**config.mk**
```make
export PLATFORM = sky130hd
export DESIGN_NAME = dsm_drive1_status_mirror
export DESIGN_NICKNAME = d
export VERILOG_FILES = /design/src/design/dsm_pkg.sv /design/src/design/dsm_drive1_status_mirror.sv /design/src/design/dsm_sync.sv
export SDC_FILE = /design/constraint.sdc
export NUM_CORES = 1
export LEC_CHECK = 0
export ABC_AREA = 1
export BUFFER_PORTS_ARGS = -buffer_cell sky130_fd_sc_hd__buf_2
export CAP_MARGIN = 20
export CORE_MARGIN = 2
export CORE_UTILIZATION = 37
export CTS_CLUSTER_SIZE = 10
export DETAILED_ROUTE_END_ITERATION = 12
export PLACE_DENSITY = 0.89
export SYNTH_ARGS = -nofsm -noshare
export SYNTH_HDL_FRONTEND = slang
export SYNTH_SLANG_ARGS = --single-unit
```
**constraint.sdc**
```tcl
create_clock -name clock_in -period 0.8 [get_ports clock_in]
set_input_delay 0.08 -clock clock_in [delete_from_list [all_inputs] [get_ports clock_in]]
set_output_delay 0.08 -clock clock_in [all_outputs]
set_load 0.03 [all_outputs]
```
**src/design/dsm_pkg.sv**
```systemverilog
package dsm_pkg;
	localparam logic [7:0] DRIVE1_STATUS_CONTROL_ADDR = 8'h57;
	localparam logic [7:0] DRIVE1_STATUS_CONTROL_RESET = 8'h00;
	localparam int SEEK_DONE_BIT = 0;
	localparam int WRITE_FAULT_BIT = 1;
	localparam int PRESENT_BIT = 2;
	localparam int REDUCED_CURRENT_BIT = 3;
	localparam int FORCE_HEAD3_BIT = 4;
	localparam int STATUS_WIDTH = 4;
	localparam int SYNC_STAGES = 2;
	localparam int DRIVE_NUMBER_BIT = 4;
	localparam int HEAD3_ENABLE_BIT = 3;
	localparam logic [7:0] WRITE_MASK = 8'h10;
endpackage

```
**src/design/dsm_drive1_status_mirror.sv**
```systemverilog
module dsm_drive1_status_mirror
	import dsm_pkg::*;
(
	input wire logic clock_in,
	input wire logic reset_in,
	input wire logic [7:0] mcu_addr_in,
	input wire logic mcu_read_in,
	input wire logic mcu_write_in,
	input wire logic [7:0] mcu_wdata_in,
	input wire logic seek_done_drive1_in,
	input wire logic write_fault_drive1_in,
	input wire logic drive1_present_in,
	input wire logic reduced_current_drive1_in,
	input wire logic [7:0] host_drive_head_in,
	input wire logic [7:0] host_fixed_disk_in,
	output logic [7:0] mcu_rdata_out,
	output logic [3:0] host_drive_status_out,
	output logic host_drive_status_valid_out,
	output logic head_select3_enable_out
);
	import dsm_pkg::*;

	logic [STATUS_WIDTH-1:0] raw_status;
	logic [STATUS_WIDTH-1:0] sync_status;
	logic force_head3_enable_drive1_r;
	logic force_head3_enable_drive1_nxt;
	logic [7:0] mcu_rdata_r;
	logic [3:0] host_status_r;
	logic host_valid_r;
	logic head3_r;
	wire hit = (mcu_addr_in == DRIVE1_STATUS_CONTROL_ADDR);
	wire wr_hit = hit & mcu_write_in;
	wire rd_hit = hit & mcu_read_in;
	wire drive1_sel = host_drive_head_in[DRIVE_NUMBER_BIT];
	wire [7:0] reg_view;
	wire head3_next;

	assign raw_status = {reduced_current_drive1_in, drive1_present_in,
		write_fault_drive1_in, seek_done_drive1_in};

	dsm_sync u_sync (
		.clock_in(clock_in),
		.reset_in(reset_in),
		.async_in(raw_status),
		.sync_out(sync_status)
	);

	// Status bits 0..3 come from the drive through the two-stage synchroniser, bit 4 is the stored override
	assign reg_view = {3'h0, force_head3_enable_drive1_r, sync_status};
	assign force_head3_enable_drive1_nxt = wr_hit ?
		mcu_wdata_in[FORCE_HEAD3_BIT] : force_head3_enable_drive1_r;
	assign head3_next = host_fixed_disk_in[HEAD3_ENABLE_BIT] |
		(drive1_sel & force_head3_enable_drive1_r);

	always_ff @(posedge clock_in) begin
		if (reset_in) begin
			force_head3_enable_drive1_r <= DRIVE1_STATUS_CONTROL_RESET[FORCE_HEAD3_BIT];
			mcu_rdata_r <= 8'h00;
			host_status_r <= 4'h0;
			host_valid_r <= 1'b0;
			head3_r <= 1'b0;
		end else begin
			force_head3_enable_drive1_r <= force_head3_enable_drive1_nxt;
			mcu_rdata_r <= rd_hit ? reg_view : 8'h00;
			host_status_r <= drive1_sel ? sync_status : 4'h0;
			host_valid_r <= drive1_sel;
			head3_r <= head3_next;
		end
	end

	assign mcu_rdata_out = mcu_rdata_r;
	assign host_drive_status_out = host_status_r;
	assign host_drive_status_valid_out = host_valid_r;
	assign head_select3_enable_out = head3_r;

	a_override_forces_head3: assert property (@(posedge clock_in) disable iff (reset_in)
		force_head3_enable_drive1_r && drive1_sel |=> head_select3_enable_out)
		else $error("override did not force head select 3 enable");
	a_write_stores_bit4: assert property (@(posedge clock_in) disable iff (reset_in)
		wr_hit |=> force_head3_enable_drive1_r == $past(mcu_wdata_in[FORCE_HEAD3_BIT]))
		else $error("override bit not stored on write");
	a_nowrite_holds: assert property (@(posedge clock_in) disable iff (reset_in)
		!wr_hit |=> $stable(force_head3_enable_drive1_r))
		else $error("override bit changed without write");
	a_read_reserved_zero: assert property (@(posedge clock_in) disable iff (reset_in)
		mcu_rdata_out[7:5] == 3'h0)
		else $error("reserved bits read nonzero");
	a_status_sync_delay: assert property (@(posedge clock_in) disable iff (reset_in)
		rd_hit ##0 $past(raw_status, 2) == raw_status && $past(raw_status) == raw_status
		|=> mcu_rdata_out[3:0] == $past(raw_status))
		else $error("status bits not mirrored through synchroniser");
	a_host_view_drive1: assert property (@(posedge clock_in) disable iff (reset_in)
		drive1_sel |=> host_drive_status_valid_out && host_drive_status_out == $past(sync_status))
		else $error("host view missing drive 1 status");
	a_host_view_other: assert property (@(posedge clock_in) disable iff (reset_in)
		!drive1_sel |=> !host_drive_status_valid_out && host_drive_status_out == 4'h0)
		else $error("host view shown for other drive");
	a_reset_clears: assert property (@(posedge clock_in)
		reset_in |=> force_head3_enable_drive1_r == 1'b0 && mcu_rdata_out == 8'h00)
		else $error("reset did not clear register");
endmodule // dsm_drive1_status_mirror

```
**src/design/dsm_sync.sv**
```systemverilog
module dsm_sync
	import dsm_pkg::*;
(
	input wire logic clock_in,
	input wire logic reset_in,
	input wire logic [STATUS_WIDTH-1:0] async_in,
	output logic [STATUS_WIDTH-1:0] sync_out
);
	logic [STATUS_WIDTH-1:0] stage1_r;
	logic [STATUS_WIDTH-1:0] stage2_r;

	always_ff @(posedge clock_in) begin
		if (reset_in) begin
			stage1_r <= '0;
			stage2_r <= '0;
		end else begin
			stage1_r <= async_in;
			stage2_r <= stage1_r;
		end
	end

	assign sync_out = stage2_r;
endmodule // dsm_sync

```
== After elaboration in Yosys (flattened, before gate mapping) ==
Cells that the tools add are included.

* Bits in registers: 23
* Input port bits: 40
* Output and inout port bits: 14
* Logic and storage cells: 17

* Equal/unequal tests: 1
* Bitwise logic cells: 6
* Reductions and logical operators: 2

{| class="wikitable"
|+ Operator list
! operator !! count
|-
| $eq 8x7->1 const B || 1
|-
| $reduce_or 2->1 || 2
|-
| $and 1x1->1 || 3
|-
| $not 1->1 || 2
|-
| $or 1x1->1 || 1
|}

== Depth between registers and ports, before layout ==
* Depth in word-level cells: 4
* Mapped depth: 7
* Depth with buffers taken out: 7

== Modules after synthesis ==
Synthesis repeated with hierarchy kept, for this count alone.

* Cells, all modules: 77
* Area total of the unflattened synthesis: 651.9 µm²

{| class="wikitable"
|+ Modules (own cells, without submodules)
! module !! instances !! cells an instance !! area an instance (µm²) !! seq. area each (µm²)
|-
| dsm_drive1_status_mirror || 1 || 52 || 420.4 || 240.2
|-
| dsm_sync || 1 || 25 || 231.5 || 160.2
|}

== Worst setup path after synthesis ==
No wires, ideal clock.

* Path type: input -> register
* Start point: input mcu_addr_in[5]
* End point: register force_head3_enable_drive1_r
* Library setup time: 0.064 ns
* Data arrival time: 0.524 ns
* Data required time: 0.736 ns
* Slack: 0.213 ns
* Stages on the path: 7
* Path buffers: 0
* Cells stage by stage: inv_1 > nand2_1 > nor2_2 > nand3_1 > nand2_1 > inv_1 > nor2_1

* Longest elaborated chain between the ends: 2

{| class="wikitable"
|+ Ends and longest elaborated chain
! what !! RTL line !! text
|-
| start, declared || dsm_drive1_status_mirror.sv:6 || <nowiki>input wire logic [7:0] mcu_addr_in,</nowiki>
|-
| $eq 8x7->1 || dsm_drive1_status_mirror.sv:31 || <nowiki>wire hit = (mcu_addr_in == DRIVE1_STATUS_CONTROL_ADDR);</nowiki>
|-
| $and 1x1->1 || dsm_drive1_status_mirror.sv:32 || <nowiki>wire wr_hit = hit & mcu_write_in;</nowiki>
|-
| end signal, assigned || dsm_drive1_status_mirror.sv:57 || <nowiki>force_head3_enable_drive1_r <= DRIVE1_STATUS_CONTROL_RESET[FORCE_HEAD3_BIT];</nowiki>
|-
| end signal, assigned || dsm_drive1_status_mirror.sv:63 || <nowiki>force_head3_enable_drive1_r <= force_head3_enable_drive1_nxt;</nowiki>
|-
| end, declared || dsm_drive1_status_mirror.sv:25 || <nowiki>logic force_head3_enable_drive1_r;</nowiki>
|}

No other way between the ends.
A chain may end at the register's enable or synchronous reset.

== Worst setup path after layout ==
* Start point: register head3_r (netlist: head_select3_enable_out)
* End point: output head_select3_enable_out

{| class="wikitable"
|+ RTL lines
! what !! RTL line !! text
|-
| start, declared || dsm_drive1_status_mirror.sv:30 || <nowiki>logic head3_r;</nowiki>
|-
| start signal, assigned || dsm_drive1_status_mirror.sv:67 || <nowiki>head3_r <= head3_next;</nowiki>
|-
| end, declared || dsm_drive1_status_mirror.sv:19 || <nowiki>output logic head_select3_enable_out</nowiki>
|}

No word-level cell between the ends.

==> metrics <==
num rows 15; Final Slew Violations 0; Yosys cell types 12; Core Region ~1700 um^2; CP delay by family, top flip-flops; Syn Inst Count 83; startpoint types flip-flop; compound-cell area share of the yosys netlist 0.00746; Hold EP head_select3_enable_out$_SDFF_PP0_; Total GRT Usage 0.110; clk slew on worst S/H paths 0.10 ns; TritonCTS clock tree yes; Internal 0.00138 W; Pwr per Cell Area about 1800 nW/um^2; RSZ-0062 raised after global routing true; Residual DRC 0; Critical Path AT around 0.75 ns; worst-path fanout max 1; Worst path depth 1; Horiz. Die Dim 46.6 um; Iter 0 DRT Violations 7; Post-CTS Setup Inserts 0; Worst setup EP type primary output; clock skew 0.000925 ns; Syn Area/Cell 8.08 um^2; full die area 2170 um^2; post-route cell area between 900 and 1000 um^2; Flop pwr share 0.581; DP HPWL 819 um; Seq cells post-synth 20; Inst Count DP 136; placed cell areas around 830 um^2; Cell Area, Synth approximately 670 um^2; worst path cell trace buf_6; Ys Warns 0; WS Path Type flip-flop to primary output; antenna cells 0; Synth-to-Final Area Change 47.8%; first-pass GRT wire length 1640 um; clk sinks 20; DRT Pass-1 Iters 4; drt wl/cell 6.99 um; number of CTS-inserted buffers 3; utilization after layout 0.580; reported max-cap violation count 0; Critical-path top delay cell dfxtp_2; Leak 0.502 nW; R2R depth 4; Switching Power 0.000390 W; fin crit share 1.04; Root Buffer Master clkbuf_4; GPL Wtd Cong 0.609; CP Data Required Time 0.72 ns; Hold WS between 0.01 and 0.015 ns; reg-to-reg endpoint force_head3_enable_drive1_r$_SDFFE_PP0P_; fin cells roughly 140; violated checks negative setup slack; via/cell ratio 3.72; drt total wl ~1000 um; Antenna Nets Post-Route 0; Gate power share 0.102; detailed-route via count 536; R2R Path Start force_head3_enable_drive1_r$_SDFFE_PP0P_; Fillers ~160; H-tree depth 1; Clk pwr share 0.317; Port Buf Inserts 29; sequential element share of the synthesized area 0.597; fraction of the mapped netlist area in adder cells 0; worst-case clock buffer depth 2; largest family of logic cells by synthesized area simple AND/OR/NAND/NOR gates; Buf/Inv on CP 1; outcome finished with violations; VDD IR-drop max 1.02 mV; initial antenna violation count 0; mux contribution to synthesized area 0; Net Sw Frac 0.220; vias in the first global route approximately 470; CP max stage delay 0.33 ns; layout cell share with drive strength beyond 1 0.412; largest net degree at the start of global routing 12; fmax ~1200 MHz; # IOs 54; pre-CTS WS 0.00300 ns; Skew-Pair Late Insertion Delay 0.29 ns; Final #Nets 160; HP Start host_fixed_disk_in[3]; Final WS setup -0.0328 ns; Initial Utilization 0.393; Worst Hold Class input pin to flip-flop; Die Y 46.6 um; final setup fails 11; Post-Synth XOR/XNOR Area 0; worst hold stages 3; minimum clock period 0.833 ns; GRT overflow 0; simple-gate share of the synthesized area 0.233; Fin. Hold Viols 0; R2R Setup Slk around 0.18 ns
how the worst max path moves through the flow:
| stage | endpoint | slack (ns) | startpoint |
|---|---|---|---|
| floorplan | force_head3_enable_drive1_r$_SDFFE_PP0P_ | 0.21 | mcu_addr_in[5] |
| global placement | mcu_rdata_out[4]$_SDFF_PP0_ | 0.05 | mcu_addr_in[5] |
| detailed placement | mcu_rdata_out[4]$_SDFF_PP0_ | 0.003 | mcu_addr_in[3] |
| CTS | head_select3_enable_out | -0.04 | head_select3_enable_out$_SDFF_PP0_ |
| global route | mcu_rdata_out[3] | -0.06 | mcu_rdata_out[3]$_SDFF_PP0_ |
| finish | head_select3_enable_out | -0.03 | head_select3_enable_out$_SDFF_PP0_ |
cells by family (layout without fill, tap and decap cells):
logic type             after synthesis  after routing
other                                1              3
buffers and inverters               24             58
AND/OR/NAND/NOR                     37             37
AO/OA/AOI/OAI                        1              1
flip-flops                          20             20
what timing repair did:
item,4_1_cts,5_1_grt
endpoints found under the setup margin,11,11
hold endpoints to repair,4,0
hold buffers,4,0
resized for setup,33,0
area by class of cell:
type | instances | area [um^2] | area share
inverter | 20 | 75.1 | 0.0758
timing repair buffer | 34 | 262 | 0.264
multi-input combinational | 41 | 173 | 0.174
sequential | 20 | 414 | 0.418
clock buffer | 4 | 36.3 | 0.0366
tap | 25 | 31.3 | 0.0316
sequential cells by signal, indices dropped and copies added, names as in the netlist:
register / count
force_head3_enable_drive1_r: 1
head_select3_enable_out: 1
host_drive_status_out: 4
host_drive_status_valid_out: 1
mcu_rdata_out: 5
u_sync.stage1_r: 4
u_sync.sync_out: 4
layer usage:
metal  track usage  vias up  share of wire
li1              -      300              -
met1        0.0959      215           0.37
met2         0.219       19           0.54
met3        0.0353        2          0.068
met4        0.0514        0          0.016
met5             0        -              0
power groups by stage:
stage                     logic [W]  registers (W)  clock network (W)
after floorplan           0.0000862        0.00107                  0
after global placement     0.000152        0.00105                  0
after detailed placement   0.000158        0.00105                  0
after CTS                  0.000183        0.00103           0.000580
after global routing       0.000202        0.00103           0.000604
final                      0.000181        0.00103           0.000562
cell usage after synthesis:
cell	n	area, um^2
nor2_1	21	78.8
dfxtp_1	20	400
inv_1	19	71.3
nand2_1	11	41.3
buf_4	4	30.0
nor2_2	2	12.5
a21oi_1	1	5.00
conb_1	1	3.75
inv_2	1	3.75
nand3_1	1	5.00
nand4_1	1	6.26
nand4_2	1	12.5
worst reg2reg max path: stages (launching register included):
cell     delay, ns
dfxtp_1       0.34
inv_1         0.06
nand2_1       0.06
inv_1         0.03
nor2_1        0.08
per-stage QoR:
stage / TNS, ns / power, W
2_1_floorplan: 0 / 0.00116
3_3_place_gp: 0 / 0.00120
3_5_place_dp: 0 / 0.00121
4_1_cts: -0.439 / 0.00180
5_1_grt: -0.574 / 0.00184
6_report: -0.329 / 0.00177
placed cells by master, fill, tap and decap left out:
master	instances
nand4_1	1
buf_6	11
conb_1	3
dfxtp_1	9
dlygate4sd3_1	4
buf_4	1
nand2_1	11
a21oi_1	1
clkbuf_8	1
nor2_1	21
buf_2	18
nand3_1	1
nand4_2	1
inv_1	19
inv_2	1
dfxtp_2	11
clkbuf_4	3
nor2_2	2
Note: power is estimated with default switching activity, not from simulation.
